`src/shared/uos_defines.vh`:
```
`ifndef UOS_DEFINES_VH
`define UOS_DEFINES_VH

// register byte offsets
`define UOS_OFS_STATUS      8'h00
`define UOS_OFS_CONTROL     8'h04
`define UOS_OFS_EVT_STATUS  8'h08
`define UOS_OFS_EVT_CLEAR   8'h0c
`define UOS_OFS_EVT_ENABLE  8'h10

// status word field positions
`define UOS_ST_PLUG_BIT     7
`define UOS_ST_STABLE_BIT   5
`define UOS_ST_SESSVLD_BIT  3
`define UOS_ST_SESSEND_BIT  2
`define UOS_ST_ABUSVLD_BIT  0
`define UOS_ST_IMPL_MASK    8'had

// control word field positions
`define UOS_CT_DP_PU_BIT    7
`define UOS_CT_DM_PU_BIT    6
`define UOS_CT_DP_PD_BIT    5
`define UOS_CT_DM_PD_BIT    4
`define UOS_CT_PWR_BIT      3
`define UOS_CT_OTG_BIT      2
`define UOS_CT_CHG_BIT      1
`define UOS_CT_DIS_BIT      0

// reset values
`define UOS_CONTROL_RST     8'h00
`define UOS_EVT_RST         8'h00

// line stability window: 1 ms of 200 MHz clock cycles
`define UOS_STABLE_CYCLES   18'd200000
`define UOS_STABLE_CNT_W    18

`endif

```
`src/logic/uos_otg_regs.v`:
```
// Function
// - status bit 7 shows plug type, 1 for none or B cable, 0 for A plug.
// - status bit 5 is 1 only after line state unchanged for 1 ms.
// - status bit 3 follows the session-valid comparator.
// - status bit 2 follows the B-device session-end comparator.
// - status bit 0 follows the A-device bus-valid comparator.
// - unimplemented status and control bits read zero; writes to them do nothing.
// - status bits change only from hardware, software cannot write them.
// - with dual-role off, pull resistors follow host-role and port-enable settings.
// - control bit 6 switches the minus-line pull-up on and off while control bit 2 (dual-role) is set.
`timescale 1ns/10ps
`include "uos_defines.vh"
module uos_otg_regs #(
  parameter [`UOS_STABLE_CNT_W-1:0] STABLE_CYCLES = `UOS_STABLE_CYCLES
) (
  input  wire        MCLK_I,
  input  wire        RST_I,
  input  wire        CYC_I,
  input  wire        STB_I,
  input  wire        WE_I,
  input  wire [7:0]  ADR_I,
  input  wire [3:0]  SEL_I,
  input  wire [31:0] DAT_I,
  output wire [31:0] DAT_O,
  output wire        ACK_O,
  output wire        IRQ_O,
  input  wire        PLUG_TYPE_INDICATOR_I,
  input  wire        SE0_DETECT_I,
  input  wire        J_LEVEL_DETECT_I,
  input  wire        SESSION_VALID_I,
  input  wire        B_SESSION_END_I,
  input  wire        A_BUS_VALID_I,
  input  wire        HOST_ROLE_EN_I,
  input  wire        PORT_MODULE_EN_I,
  output wire        PLUS_LINE_PULLUP_EN_O,
  output wire        MINUS_LINE_PULLUP_EN_O,
  output wire        PLUS_LINE_PULLDOWN_EN_O,
  output wire        MINUS_LINE_PULLDOWN_EN_O,
  output wire        BUS_POWER_ON_O,
  output wire        DUAL_ROLE_FEATURES_EN_O,
  output wire        BUS_CHARGE_SELECT_O,
  output wire        BUS_DISCHARGE_EN_O
);

  ////////////////////////////////////////////////////////////////////////////
  // pin synchronisers

  wire [5:0] pins_s;

  uos_sync2 #(
    .W (6)
  ) u_sync (
    .clk_i (MCLK_I),
    .rst_i (RST_I),
    .d_i   ({PLUG_TYPE_INDICATOR_I, SE0_DETECT_I, J_LEVEL_DETECT_I,
             SESSION_VALID_I, B_SESSION_END_I, A_BUS_VALID_I}),
    .q_o   (pins_s)
  );

  wire       plug_type_indicator = pins_s[5];
  wire [1:0] line_state          = pins_s[4:3];
  wire       session_valid_flag  = pins_s[2];
  wire       b_session_end_flag  = pins_s[1];
  wire       a_bus_valid_flag    = pins_s[0];

  ////////////////////////////////////////////////////////////////////////////
  // line stability timer

  reg [1:0]                   line_prev_q;
  reg [`UOS_STABLE_CNT_W-1:0] stable_cnt_q;
  reg                         line_stable_flag_q;

  wire line_moved  = (line_state != line_prev_q);
  wire window_done = (stable_cnt_q >= STABLE_CYCLES - 1'b1);

  // any change of the line state restarts the window
  always @(posedge MCLK_I or posedge RST_I) begin
    if (RST_I) begin
      line_prev_q  <= 2'h0;
      stable_cnt_q <= {`UOS_STABLE_CNT_W{1'b0}};
    end else begin
      line_prev_q <= line_state;
      if (line_moved) begin
        stable_cnt_q <= {`UOS_STABLE_CNT_W{1'b0}};
      end else if (!window_done) begin
        stable_cnt_q <= stable_cnt_q + 1'b1;
      end
    end
  end

  // the counter parks at the window end, so the flag stays up while the line rests
  always @(posedge MCLK_I or posedge RST_I) begin
    if (RST_I) begin
      line_stable_flag_q <= 1'b0;
    end else if (line_moved) begin
      line_stable_flag_q <= 1'b0;
    end else begin
      line_stable_flag_q <= window_done;
    end
  end

  ////////////////////////////////////////////////////////////////////////////
  // status word, hardware driven only

  reg [7:0] status_q;
  reg [7:0] status_d;

  always @* begin
    status_d                      = 8'h00;
    status_d[`UOS_ST_PLUG_BIT]    = plug_type_indicator;
    status_d[`UOS_ST_STABLE_BIT]  = line_stable_flag_q;
    status_d[`UOS_ST_SESSVLD_BIT] = session_valid_flag;
    status_d[`UOS_ST_SESSEND_BIT] = b_session_end_flag;
    status_d[`UOS_ST_ABUSVLD_BIT] = a_bus_valid_flag;
  end

  // one register stage gives the read mux a clean source
  always @(posedge MCLK_I or posedge RST_I) begin
    if (RST_I) begin
      status_q <= 8'h00;
    end else begin
      status_q <= status_d;
    end
  end

  ////////////////////////////////////////////////////////////////////////////
  // wishbone slave
  // map, word aligned, low address bits ignored:
  //   status        read only, hardware driven
  //   control       read/write
  //   event status  read only, sticky change flags
  //   event clear   write only, ones clear
  //   event enable  read/write, gates the interrupt
  //   all registers live in byte lane 0
  // unmapped words answer with zero data

  reg        ack_q;
  reg [31:0] dat_q;
  reg [7:0]  control_q;
  reg [7:0]  evt_status_q;
  reg [7:0]  evt_enable_q;
  reg        irq_q;

  localparam [1:0] BUS_IDLE = 2'b01;
  localparam [1:0] BUS_ACK  = 2'b10;

  reg [1:0] bus_state_q;
  reg [1:0] bus_state_d;

  wire       req            = CYC_I & STB_I;
  wire [7:0] adr_word       = {ADR_I[7:2], 2'h0};
  wire       hit_control    = (adr_word == `UOS_OFS_CONTROL);
  wire       hit_evt_clear  = (adr_word == `UOS_OFS_EVT_CLEAR);
  wire       hit_evt_enable = (adr_word == `UOS_OFS_EVT_ENABLE);

  wire       wr_now         = req & ack_q & WE_I & SEL_I[0];
  wire       wr_ctl         = wr_now & hit_control;
  wire       wr_clr         = wr_now & hit_evt_clear;
  wire       wr_en          = wr_now & hit_evt_enable;

  reg [7:0] rd_byte;

  always @* begin
    case (adr_word)
      `UOS_OFS_STATUS:     rd_byte = status_q;
      `UOS_OFS_CONTROL:    rd_byte = control_q;
      `UOS_OFS_EVT_STATUS: rd_byte = evt_status_q;
      `UOS_OFS_EVT_ENABLE: rd_byte = evt_enable_q;
      default:             rd_byte = 8'h00;
    endcase
  end

  // a request still held after its ack is taken again; the master must drop it
  always @* begin
    case (bus_state_q)
      BUS_IDLE: begin
        if (req) begin
          bus_state_d = BUS_ACK;
        end else begin
          bus_state_d = BUS_IDLE;
        end
      end
      BUS_ACK: begin
        bus_state_d = BUS_IDLE;
      end
      default: begin
        bus_state_d = BUS_IDLE;
      end
    endcase
  end

  // ack follows the taking edge; read data is latched at that edge
  always @(posedge MCLK_I or posedge RST_I) begin
    if (RST_I) begin
      bus_state_q <= BUS_IDLE;
      ack_q       <= 1'b0;
      dat_q       <= 32'h00000000;
    end else begin
      bus_state_q <= bus_state_d;
      ack_q       <= bus_state_d[1];
      if (bus_state_q[0] & req) begin
        dat_q <= {24'h000000, rd_byte};
      end
    end
  end

  ////////////////////////////////////////////////////////////////////////////
  // control storage

  // only byte lane 0 carries implemented bits
  always @(posedge MCLK_I or posedge RST_I) begin
    if (RST_I) begin
      control_q <= `UOS_CONTROL_RST;
    end else if (wr_ctl) begin
      control_q <= DAT_I[7:0];
    end
  end

  ////////////////////////////////////////////////////////////////////////////
  // change events and interrupt

  // only implemented status positions raise events
  wire [7:0] evt_set      = (status_d ^ status_q) & `UOS_ST_IMPL_MASK;
  wire [7:0] evt_clr_mask = {8{wr_clr}} & DAT_I[7:0];
  wire [7:0] evt_next     = (evt_status_q & ~evt_clr_mask) | evt_set;
  wire       irq_d        = |(evt_status_q & evt_enable_q);

  // a change arriving with a clear is kept; irq lags the flags by one cycle
  always @(posedge MCLK_I or posedge RST_I) begin
    if (RST_I) begin
      evt_status_q <= `UOS_EVT_RST;
      irq_q        <= 1'b0;
    end else begin
      evt_status_q <= evt_next;
      irq_q        <= irq_d;
    end
  end

  // enable bits of unimplemented positions stay zero
  always @(posedge MCLK_I or posedge RST_I) begin
    if (RST_I) begin
      evt_enable_q <= `UOS_EVT_RST;
    end else if (wr_en) begin
      evt_enable_q <= DAT_I[7:0] & `UOS_ST_IMPL_MASK;
    end
  end

  ////////////////////////////////////////////////////////////////////////////
  // pull resistor and bus power outputs

  // patterns with dual-role off, as {plus up, minus up, plus down, minus down}:
  // host role: both pull-downs, so an attaching device can be seen
  // device role: plus-line pull-up announces a full-speed device
  // module off: lines left to float
  localparam [3:0] PULL_HOST   = 4'h3;
  localparam [3:0] PULL_DEVICE = 4'h8;
  localparam [3:0] PULL_NONE   = 4'h0;

  reg [3:0] pull_d;
  reg [3:0] pull_q;
  reg [3:0] supply_q;

  always @* begin
    if (control_q[`UOS_CT_OTG_BIT]) begin
      pull_d = control_q[7:4];
    end else if (PORT_MODULE_EN_I & HOST_ROLE_EN_I) begin
      pull_d = PULL_HOST;
    end else if (PORT_MODULE_EN_I) begin
      pull_d = PULL_DEVICE;
    end else begin
      pull_d = PULL_NONE;
    end
  end

  always @(posedge MCLK_I or posedge RST_I) begin
    if (RST_I) begin
      pull_q   <= 4'h0;
      supply_q <= 4'h0;
    end else begin
      pull_q   <= pull_d;
      supply_q <= control_q[3:0];
    end
  end

  // outputs come straight from the drive flops
  assign PLUS_LINE_PULLUP_EN_O    = pull_q[3];
  assign MINUS_LINE_PULLUP_EN_O   = pull_q[2];
  assign PLUS_LINE_PULLDOWN_EN_O  = pull_q[1];
  assign MINUS_LINE_PULLDOWN_EN_O = pull_q[0];
  assign BUS_POWER_ON_O           = supply_q[`UOS_CT_PWR_BIT];
  assign DUAL_ROLE_FEATURES_EN_O  = supply_q[`UOS_CT_OTG_BIT];
  assign BUS_CHARGE_SELECT_O      = supply_q[`UOS_CT_CHG_BIT];
  assign BUS_DISCHARGE_EN_O       = supply_q[`UOS_CT_DIS_BIT];

  assign DAT_O = dat_q;
  assign ACK_O = ack_q;
  assign IRQ_O = irq_q;

endmodule

```
`src/logic/uos_sync2.v`:
```
`timescale 1ns/10ps
module uos_sync2 #(
  parameter W = 1
) (
  input  wire         clk_i,
  input  wire         rst_i,
  input  wire [W-1:0] d_i,
  output wire [W-1:0] q_o
);

  reg [W-1:0] meta_q;
  reg [W-1:0] sync_q;

  always @(posedge clk_i or posedge rst_i) begin
    if (rst_i) begin
      meta_q <= {W{1'b0}};
      sync_q <= {W{1'b0}};
    end else begin
      meta_q <= d_i;
      sync_q <= meta_q;
    end
  end

  assign q_o = sync_q;

endmodule

```
`config.mk`:
```
export PLATFORM = sky130hd
export DESIGN_NAME = uos_otg_regs
export DESIGN_NICKNAME = d
export VERILOG_FILES = /design/src/logic/uos_otg_regs.v /design/src/logic/uos_sync2.v
export VERILOG_INCLUDE_DIRS = /design/src /design/src/shared
export SDC_FILE = /design/constraint.sdc
export NUM_CORES = 1
export LEC_CHECK = 0
export ABC_AREA = 1
export BUFFER_PORTS_ARGS = -buffer_cell sky130_fd_sc_hd__buf_2
export CAP_MARGIN = 15
export CORE_ASPECT_RATIO = 0.5
export CORE_MARGIN = 4
export CORE_UTILIZATION = 45
export DETAILED_ROUTE_END_ITERATION = 6
export MAX_ROUTING_LAYER = met4
export PLACE_DENSITY = 0.72
export SYNTH_ARGS = -nofsm -noshare
export SYNTH_HDL_FRONTEND = slang
export SYNTH_HIERARCHICAL = 1
export SYNTH_SLANG_ARGS = --single-unit
```
`constraint.sdc`:
```
create_clock -name MCLK_I -period 1.9 [get_ports MCLK_I]
set_input_delay 0.19 -clock MCLK_I [delete_from_list [all_inputs] [get_ports MCLK_I]]
set_output_delay 0.19 -clock MCLK_I [all_outputs]
set_load 0.02 [all_outputs]
```
==> flow_metrics.py, run 1 <==
metrics = {
    "finish": {
        "nNetsFinal": 564,
        "syn2layout_area_growth_pct": 16.0,
        "n_antenna_cell": 0,
        "fin_area_sq_um": 4370,
        "drive_gt1_share_pct": 15.7,
    },
    "setup_path": {
        "critPathLaunchType": "register",
        "regToRegSetupSlack_ns": 0.19,
        "crit_required_ns": 2.12,
        "critical_path_class": "reg2reg",
        "crit_fanout": 23,
        "reg2reg_from": "u_sync/q_o[3]",
        "r2r-end": "stable_cnt_q[13]",
        "cp.arrival_ns": 1.92,
        "end_kind": "register",
        "reg2regPathDepth": 8,
    },
    "pwr": {
        "p_leak_nw": 2.28,
        "finalPower_mw": 3.50,
        "ir_drop_v": 0.000475,
        "cellPowerDensity_nw_per_um2": 802,
    },
    "sta": {
        "fmax_mhz": 586,
        "setup_viol": 0,
        "holdWs_ns": 0.0543,
        "rsz0062_at_grt": "false",
        "fin_skew_ns": 0.00649,
        "fin_crit_sh_pct": 89.8,
        "max_slew_margin_pct": 48.9,
        "period_minus_slack_ns": 1.71,
        "worst_slack_ns": 0.193,
        "slew_violations": 0,
        "worstMarginPinSlew_ns": 0.766,
        "fin_tns_setup_ns": 0,
        "finalHoldViolations": 0,
    },
    "die": {
        "die_y_um": 72.7,
        "initial_core_util_pct": 46.8,
        "die_w_um": 137,
        "rows": 23,
        "coreArea_sq_um": 8060,
        "pin_count": 99,
        "die_area_sq_um": 9990,
    },
    "clock_network": {
        "cts_max_level": 3,
        "cts_tree": "built",
        "root_buffer": "clkbuf_16",
        "cts_made_buffers": 9,
        "postCtsHoldBufs": 7,
        "clk-insertion-delay-late_ns": 0.33,
        "ctsResizeCount": 0,
        "clkTransAtPathRegs_ns": 0.06,
        "clock_sinks": 78,
        "cts_setup_buffers": 0,
        "cts_buffer_depth": 2,
    },
    "min_path": {
        "hold_depth": 2,
        "worstHoldEndpoint": "pull_q[3]",
        "hp-start": "HOST_ROLE_EN_I",
        "hold_path.class": "in2reg",
    },
    "placed_design": {
        "dp_slack_ns": 0.184,
        "placed_cell_area_sq_um": 4030,
        "port_buffers": 45,
        "gp_congestion": 0.880,
        "hpwl_um": 5220,
    },
    "synthesis": {
        "synth_cell_types": 32,
        "async_reset_ff_share_pct": 100,
        "synth-edff-count": 0,
        "synth_ff_type": "dfrtp_1",
        "yosysSeqAreaShare_pct": 51.8,
        "ys_seq_elements": 78,
        "syn_inst": 449,
        "syn_area_per_cell_sq_um": 8.39,
        "syn_area_sq_um": 3770,
        "synth_warnings": 6,
    },
    "global_routing": {
        "antenna_found_initial": 0,
        "grt_pass1_vias": 2771,
        "grt_pass1_wl_um": 12300,
        "track_usage_pct": 16.1,
        "grt_overflow_total": 0,
        "grt_max_degree": 51,
    },
    "run_status": {
        "status": "finished clean",
    },
    "drt": {
        "vias": 2966,
        "wl_per_cell_um": 11.8,
        "ant_nets": 0,
        "drt_iter0_drc": 178,
        "drt-pass1-iter-count": 5,
        "drc": 0,
        "vias_per_cell": 4.77,
        "wl_um": 7330,
    },
    "flow_run": {
        "cap_viol_max_count": 0,
    },
}
## flip-flops by register name, indices dropped and copies added (netlist names)
| register | flops |
|---|---|
| ACK_O | 1 |
| DAT_O | 8 |
| IRQ_O | 1 |
| bus_state_q | 1 |
| control_q | 8 |
| evt_enable_q | 5 |
| evt_status_q | 8 |
| line_prev_q | 2 |
| line_stable_flag_q | 1 |
| pull_q | 4 |
| stable_cnt_q | 18 |
| status_q | 5 |
| supply_q | 4 |
| u_sync/meta_q | 6 |
| u_sync/q_o | 6 |
## per-stage QoR
step / utilization [%] / instances
final: 54.3 / 622
after global routing: 54.3 / 622
after CTS: 54.3 / 622
after detailed placement: 50.0 / 600
after global placement: 50.0 / 600
after floorplan: - / 472
## per-layer routing
layer  vias up  wire length [um]  GRT usage [%]
met5         -                 0              -
met4         0                92           5.09
met3         8               569           4.96
met2       116              3290           25.4
met1      1338              3380           20.0
li1       1504                 -              -
## worst max-delay path by stage
stage	cells after the start	end	slack, ns	startpoint
global route	8	stable_cnt_q[8]	0.002	u_sync/q_o[3]
detailed placement	8	stable_cnt_q[3]	0.18	u_sync/q_o[3]
finish	8	stable_cnt_q[13]	0.19	u_sync/q_o[3]
global placement	8	stable_cnt_q[13]	0.24	u_sync/q_o[3]
CTS	8	stable_cnt_q[13]	0.18	u_sync/q_o[3]
floorplan	1	ACK_O	0.06	RST_I
## layout make-up
class	instances	area, sq um
clock buffer	11	243
clock inverter	4	32.5
fill	732	3690
inverter	51	191
multi-input combinational	310	1470
sequential	78	1950
tap	112	140
timing repair buffer	56	338
## placed cells by master, fill, tap and decap left out, types with 2 or more instances in the layout
master | Yosys | routed
dlygate4sd3_1 | 0 | 7
nand4_1 | 22 | 22
inv_1 | 50 | 49
nand3_2 | 2 | 2
clkbuf_16 | 0 | 9
clkinvlp_4 | 0 | 2
buf_2 | 5 | 45
o22ai_1 | 4 | 4
xnor2_1 | 5 | 5
conb_1 | 1 | 24
nor2_1 | 35 | 35
a21oi_1 | 3 | 3
buf_4 | 24 | 3
nand3_1 | 28 | 28
dfrtp_1 | 77 | 77
o21bai_1 | 4 | 4
nand2_1 | 131 | 131
nand4_2 | 2 | 2
o21ai_0 | 24 | 24
nor2_2 | 7 | 7
xor2_1 | 6 | 6
o21ai_1 | 4 | 4
## cell usage after synthesis, types with 2 or more instances
cell / instances / area, sq um
o21bai_1: 4 / 30.0
buf_2: 5 / 25.0
a21oi_1: 3 / 15.0
buf_4: 24 / 180
dfrtp_1: 77 / 1930
nand3_2: 2 / 20.0
nand4_2: 2 / 25.0
o22ai_1: 4 / 25.0
xnor2_1: 5 / 43.8
nand3_1: 28 / 140
nor2_1: 35 / 131
o21ai_1: 4 / 20.0
nor2_2: 7 / 43.8
o21ai_0: 24 / 120
buf_6: 2 / 22.5
nand4_1: 22 / 138
clkbuf_1: 2 / 7.51
xor2_1: 6 / 52.6
inv_1: 50 / 188
nand2_1: 131 / 492
## critical path: stages (launching register included)
cell and delay, ns:
dfrtp_1 0.39, inv_1 0.06, nand2_1 0.05, nand2_1 0.05
nand3_1 0.08, inv_1 0.57, nand2_4 0.22, nand2_1 0.11
nand2_1 0.05
## cells by family (layout without fill, tap and decap cells)
kind of cell	count (synthesis)	in the layout	synth area share, %
adders and majority gates	1	1	0.332
DFF	78	78	51.8
buffers and inverters	84	122	11.3
AOI/OAI and AO/OA	41	41	6.01
and+or+nand+nor	233	233	27.8
other	1	24	0.0995
xor gates and xnor gates	11	11	2.56
## power by group
| group | internal (mW) | leakage [nW] | switching (mW) |
|---|---|---|---|
| Sequential | 1.70 | 1.01 | 0.0182 |
| Clock | 0.918 | 0.128 | 0.643 |
| Combinational | 0.0659 | 1.13 | 0.163 |
Note: power is estimated with default switching activity, not from simulation.
==> run 2, diff against run 1 <==
CORE_UTILIZATION = 48   (was 45)
MAX_ROUTING_LAYER = not set   (was met4)
PLACE_DENSITY = 0.77   (was 0.72)
==> flow_metrics.py, run 2 (synthesis gave the netlist of run 1 again) <==
metrics = {
    "sta": {
        "fmax_mhz": 587,
        "setup_viol": 0,
        "fin_skew_ns": 0.00758,
        "period_minus_slack_ns": 1.70,
        "fin_tns_setup_ns": 0,
        "finalHoldViolations": 0,
        "slew_violations": 0,
        "holdWs_ns": 0.0624,
        "rsz0062_at_grt": "false",
        "fin_crit_sh_pct": 89.7,
        "max_slew_margin_pct": 50.0,
        "worstMarginPinSlew_ns": 0.749,
    },
    "die": {
        "die_area_sq_um": 9420,
        "pin_count": 99,
        "rows": 22,
        "die_w_um": 133,
        "die_y_um": 70.6,
        "initial_core_util_pct": 50.3,
        "coreArea_sq_um": 7490,
    },
    "placed_design": {
        "gp_congestion": 0.891,
        "port_buffers": 45,
        "hpwl_um": 5170,
    },
    "run_status": {
        "status": "finished clean",
    },
    "global_routing": {
        "antenna_found_initial": 0,
        "track_usage_pct": 17.2,
        "grt_overflow_total": 0,
        "grt_pass1_wl_um": 13000,
        "grt_pass1_vias": 2912,
        "grt_max_degree": 67,
    },
    "clock_network": {
        "clkTransAtPathRegs_ns": 0.06,
        "ctsResizeCount": 0,
        "cts_buffer_depth": 2,
        "cts_max_level": 3,
        "clk-insertion-delay-late_ns": 0.34,
        "cts_made_buffers": 9,
        "cts_tree": "built",
        "clock_sinks": 78,
        "root_buffer": "clkbuf_16",
    },
    "finish": {
        "largest_register": "stable_cnt_q",
        "n_fill_cell": 658,
        "n_antenna_cell": 0,
        "final_common_cell": "nand2_1",
        "largest_reg_flops": 18,
        "final_cell_mix": "nand2_1, dfrtp_1, inv_1, buf_2, nor2_1",
        "syn2layout_area_growth_pct": 15.9,
        "nNetsFinal": 563,
        "drive_gt1_share_pct": 15.7,
    },
    "drt": {
        "route.met2.wl_um": 3370,
        "drc": 0,
        "vias": 3002,
        "vias_per_cell": 4.86,
        "drt-pass1-iter-count": 4,
        "met1_length_um": 3330,
        "met3_length_um": 583,
        "top_layer": "met4",
        "drt_iter0_drc": 175,
        "wl_um": 7400,
        "ant_nets": 0,
        "wl_per_cell_um": 12.0,
    },
    "flow_run": {
        "cap_viol_max_count": 0,
    },
    "setup_path": {
        "critPathLaunch": "stable_cnt_q[0]",
        "crit_required_ns": 2.13,
        "critPathLaunchType": "register",
        "critical_path_class": "reg2reg",
        "crit_fanout": 16,
        "end_kind": "register",
        "cp.arrival_ns": 1.93,
        "cpPeakStageDelay_ns": 0.38,
        "path_cells": "ha_1 -> nand3_2 -> nor2_4 -> nand3_2 -> nand3_4 -> nand2_4 -> nand2_1 -> nand2_1",
        "crit_slowest_cell": "dfrtp_1",
        "reg2reg_from": "stable_cnt_q[0]",
    },
    "min_path": {
        "hold_path.class": "in2reg",
        "hp-start": "HOST_ROLE_EN_I",
    },
    "pwr": {
        "cellPowerDensity_nw_per_um2": 814,
        "ir_drop_v": 0.000399,
        "p_leak_nw": 2.28,
    },
}
-- run 2: where the power goes --
group          internal, mW  total, mW  leakage (nW)  switching [mW]
Sequential             1.70       1.71          1.01          0.0182
Clock                 0.933       1.61         0.141           0.679
Combinational        0.0661      0.230          1.13           0.164
-- run 2: path summary, 6_finish.rpt --
kind | endpoint | slack (ns) | depth (start not counted)
max | stable_cnt_q[4] | 0.20 | 8
min in group asynchronous | u_sync/meta_q[2] | 0.42 | 3
max reg2reg | stable_cnt_q[4] | 0.20 | 8
max in group asynchronous | bus_state_q[0] | 1.10 | 4
min | pull_q[3] | 0.06 | 2
min reg2reg | u_sync/q_o[3] | 0.35 | 0
-- run 2: routing by layer --
layer | up-vias | GRT usage (%)
met1 | 1385 | 21.0
met4 | 0 | 6.61
met3 | 12 | 5.26
met2 | 107 | 29.0
met5 | - | 0
li1 | 1498 | -
-- run 2: cell type report --
| type | count | area [sq um] | share of cell area, % |
|---|---|---|---|
| clock buffers | 11 | 243 | 5.56 |
| clock inverters | 5 | 40.0 | 0.917 |
| inverters | 51 | 191 | 4.38 |
| multi-input cells | 310 | 1470 | 33.8 |
| flip-flops and latches | 78 | 1950 | 44.7 |
| well taps | 108 | 135 | 3.09 |
| repair buffers | 55 | 330 | 7.56 |
-- run 2: repair_timing --
item | 4_1_cts | 5_1_grt
hold buffers | 7 | 0
setup buffers | 0 | 0
endpoints found under the hold margin | 83 | 0
-- run 2: critical path: cells and delay by family (launching register included) --
family | cells | cell delay (ns)
DFF | 1 | 0.38
adders and majority gates | 1 | 0.27
and+or+nand+nor | 7 | 0.95
-- run 2: through the flow --
step	instance area (sq um)	worst slack, ns	cells	utilization [%]	power (mW)
floorplan	3850	0.0568	472	-	1.93
global placement	4010	0.230	595	53.6	1.96
detailed placement	4010	0.197	595	53.6	1.97
CTS	4370	0.196	618	58.3	3.59
global route	4370	0.0326	618	58.3	3.69
finish	4370	0.196	618	58.3	3.56
==> run 3, diff against run 2 <==
HOLD_SLACK_MARGIN = 0.1   (was not set)
==> flow_metrics.py, run 3 (synthesis gave the netlist of run 1 again) <==
metrics = {
    "pwr": {
        "intPower_mw": 2.70,
        "p_leak_nw": 2.29,
        "pwr-share-comb_pct": 6.5,
        "ir_drop_v": 0.000397,
        "p_sw_share_pct": 24.2,
        "cellPowerDensity_nw_per_um2": 813,
        "clockPowerShare_pct": 45.3,
        "pwr-share-seq_pct": 48.2,
        "netSwitchingPower_mw": 0.860,
    },
    "die": {
        "pin_count": 99,
        "die_w_um": 133,
        "initial_core_util_pct": 50.3,
        "rows": 22,
        "die_area_sq_um": 9420,
        "coreArea_sq_um": 7490,
        "die_y_um": 70.6,
    },
    "setup_path": {
        "end_kind": "register",
        "crit_fanout": 16,
        "crit_required_ns": 2.13,
        "reg2regPathDepth": 8,
        "cp.arrival_ns": 1.93,
        "path_cells": "ha_1 -> nand3_2 -> nor2_4 -> nand3_2 -> nand3_4 -> nand2_4 -> nand2_1 -> nand2_1",
        "critical_path_class": "reg2reg",
        "crit_slowest_cell": "dfrtp_1",
        "cp_num_cells": 8,
        "crit_family": "simple AND/OR/NAND/NOR gates",
        "crit_buf_inv": 0,
        "cpPeakStageDelay_ns": 0.38,
        "critPathLaunchType": "register",
    },
    "finish": {
        "largest_reg_flops": 18,
        "final_common_cell": "nand2_1",
        "largest_register": "stable_cnt_q",
        "nNetsFinal": 564,
        "drive_gt1_share_pct": 15.7,
        "n_antenna_cell": 0,
        "final_cell_mix": "nand2_1, dfrtp_1, inv_1, buf_2, nor2_1",
        "n_fill_cell": 657,
        "fin_util_pct": 58.5,
        "syn2layout_area_growth_pct": 16.2,
    },
    "sta": {
        "rsz0062_at_grt": "false",
        "fin_skew_ns": 0.00827,
        "worstMarginPinSlew_ns": 0.743,
        "finalHoldViolations": 0,
        "period_minus_slack_ns": 1.70,
        "slew_violations": 0,
        "max_slew_margin_pct": 50.4,
        "setup_viol": 0,
        "fin_crit_sh_pct": 89.5,
        "fmax_mhz": 588,
        "fin_tns_setup_ns": 0,
    },
    "drt": {
        "drt-pass1-iter-count": 4,
        "drt_iter0_drc": 230,
        "wl_per_cell_um": 12.0,
        "vias_per_cell": 4.83,
        "vias": 2987,
        "wl_um": 7400,
        "ant_nets": 0,
        "drc": 0,
    },
    "clock_network": {
        "clkTransAtPathRegs_ns": 0.06,
        "cts_buffer_depth": 2,
        "cts_setup_buffers": 0,
        "cts_tree": "built",
        "root_buffer": "clkbuf_16",
        "postCtsHoldBufs": 8,
        "ctsResizeCount": 0,
        "clock_sinks": 78,
        "cts_max_level": 3,
        "clk-insertion-delay-late_ns": 0.34,
        "cts_made_buffers": 9,
    },
    "global_routing": {
        "grt_pass1_wl_um": 13100,
        "grt_overflow_total": 0,
        "antenna_found_initial": 0,
        "track_usage_pct": 17.2,
        "grt_pass1_vias": 2924,
        "grt_max_degree": 67,
    },
    "min_path": {
        "hold_path.class": "in2reg",
        "hold_depth": 3,
    },
    "flow_run": {
        "cap_viol_max_count": 0,
    },
    "placed_design": {
        "port_buffers": 45,
        "gp_congestion": 0.891,
        "hpwl_um": 5170,
    },
    "run_status": {
        "status": "finished clean",
    },
}
[run 3: metal layers]
metal | vias up | wire (um) | global-route usage [%]
met2 | 94 | 3330 | 29.1
met1 | 1382 | 3420 | 21.0
met5 | - | 0 | 0
met4 | 0 | 126 | 6.61
met3 | 13 | 528 | 5.26
li1 | 1498 | - | -
[run 3: path summary, 6_finish.rpt]
check | start | end | slack, ns
worst max-delay path | stable_cnt_q[0] | stable_cnt_q[4] | 0.20
worst min-delay path | DAT_I[1] | control_q[1] | 0.11
worst max register to register | stable_cnt_q[0] | stable_cnt_q[4] | 0.20
worst min register to register | u_sync/meta_q[3] | u_sync/q_o[3] | 0.35
max in group asynchronous | RST_I | bus_state_q[0] | 1.10
min in group asynchronous | RST_I | u_sync/meta_q[2] | 0.42
[run 3: area by class of cell]
cell class / count / area (sq um) / area share, %
well taps: 108 / 135 / 3.09
flip-flops and latches: 78 / 1950 / 44.6
inverters: 51 / 191 / 4.37
clock buffers: 11 / 243 / 5.55
clock inverters: 5 / 40.0 / 0.915
repair buffers: 56 / 340 / 7.78
multi-input cells: 310 / 1470 / 33.7
[run 3: worst register-to-register path, cell delays in order (launching register included)]
cell and delay [ns]:
dfrtp_1 0.38, ha_1 0.27, nand3_2 0.14, nor2_4 0.16
nand3_2 0.11, nand3_4 0.19, nand2_4 0.17, nand2_1 0.12
nand2_1 0.05
[run 3: power groups by stage]
stage	registers (mW)	logic [mW]	clock network (mW)
finish	1.71	0.231	1.61
global route	1.72	0.259	1.71
CTS	1.71	0.234	1.65
detailed placement	1.74	0.221	0
global placement	1.74	0.216	0
floorplan	1.75	0.175	0
[run 3: through the flow]
step | worst slack (ns) | power (mW) | area, sq um | cells | hold WS, ns
2_1_floorplan | 0.0568 | 1.93 | 3850 | 472 | 0.0547
3_3_place_gp | 0.230 | 1.96 | 4010 | 595 | 0.224
6_report | 0.200 | 3.56 | 4380 | 619 | 0.108
3_5_place_dp | 0.197 | 1.97 | 4010 | 595 | 0.237
4_1_cts | 0.196 | 3.59 | 4380 | 619 | 0.101
5_1_grt | 0.0326 | 3.69 | 4380 | 619 | 0.126
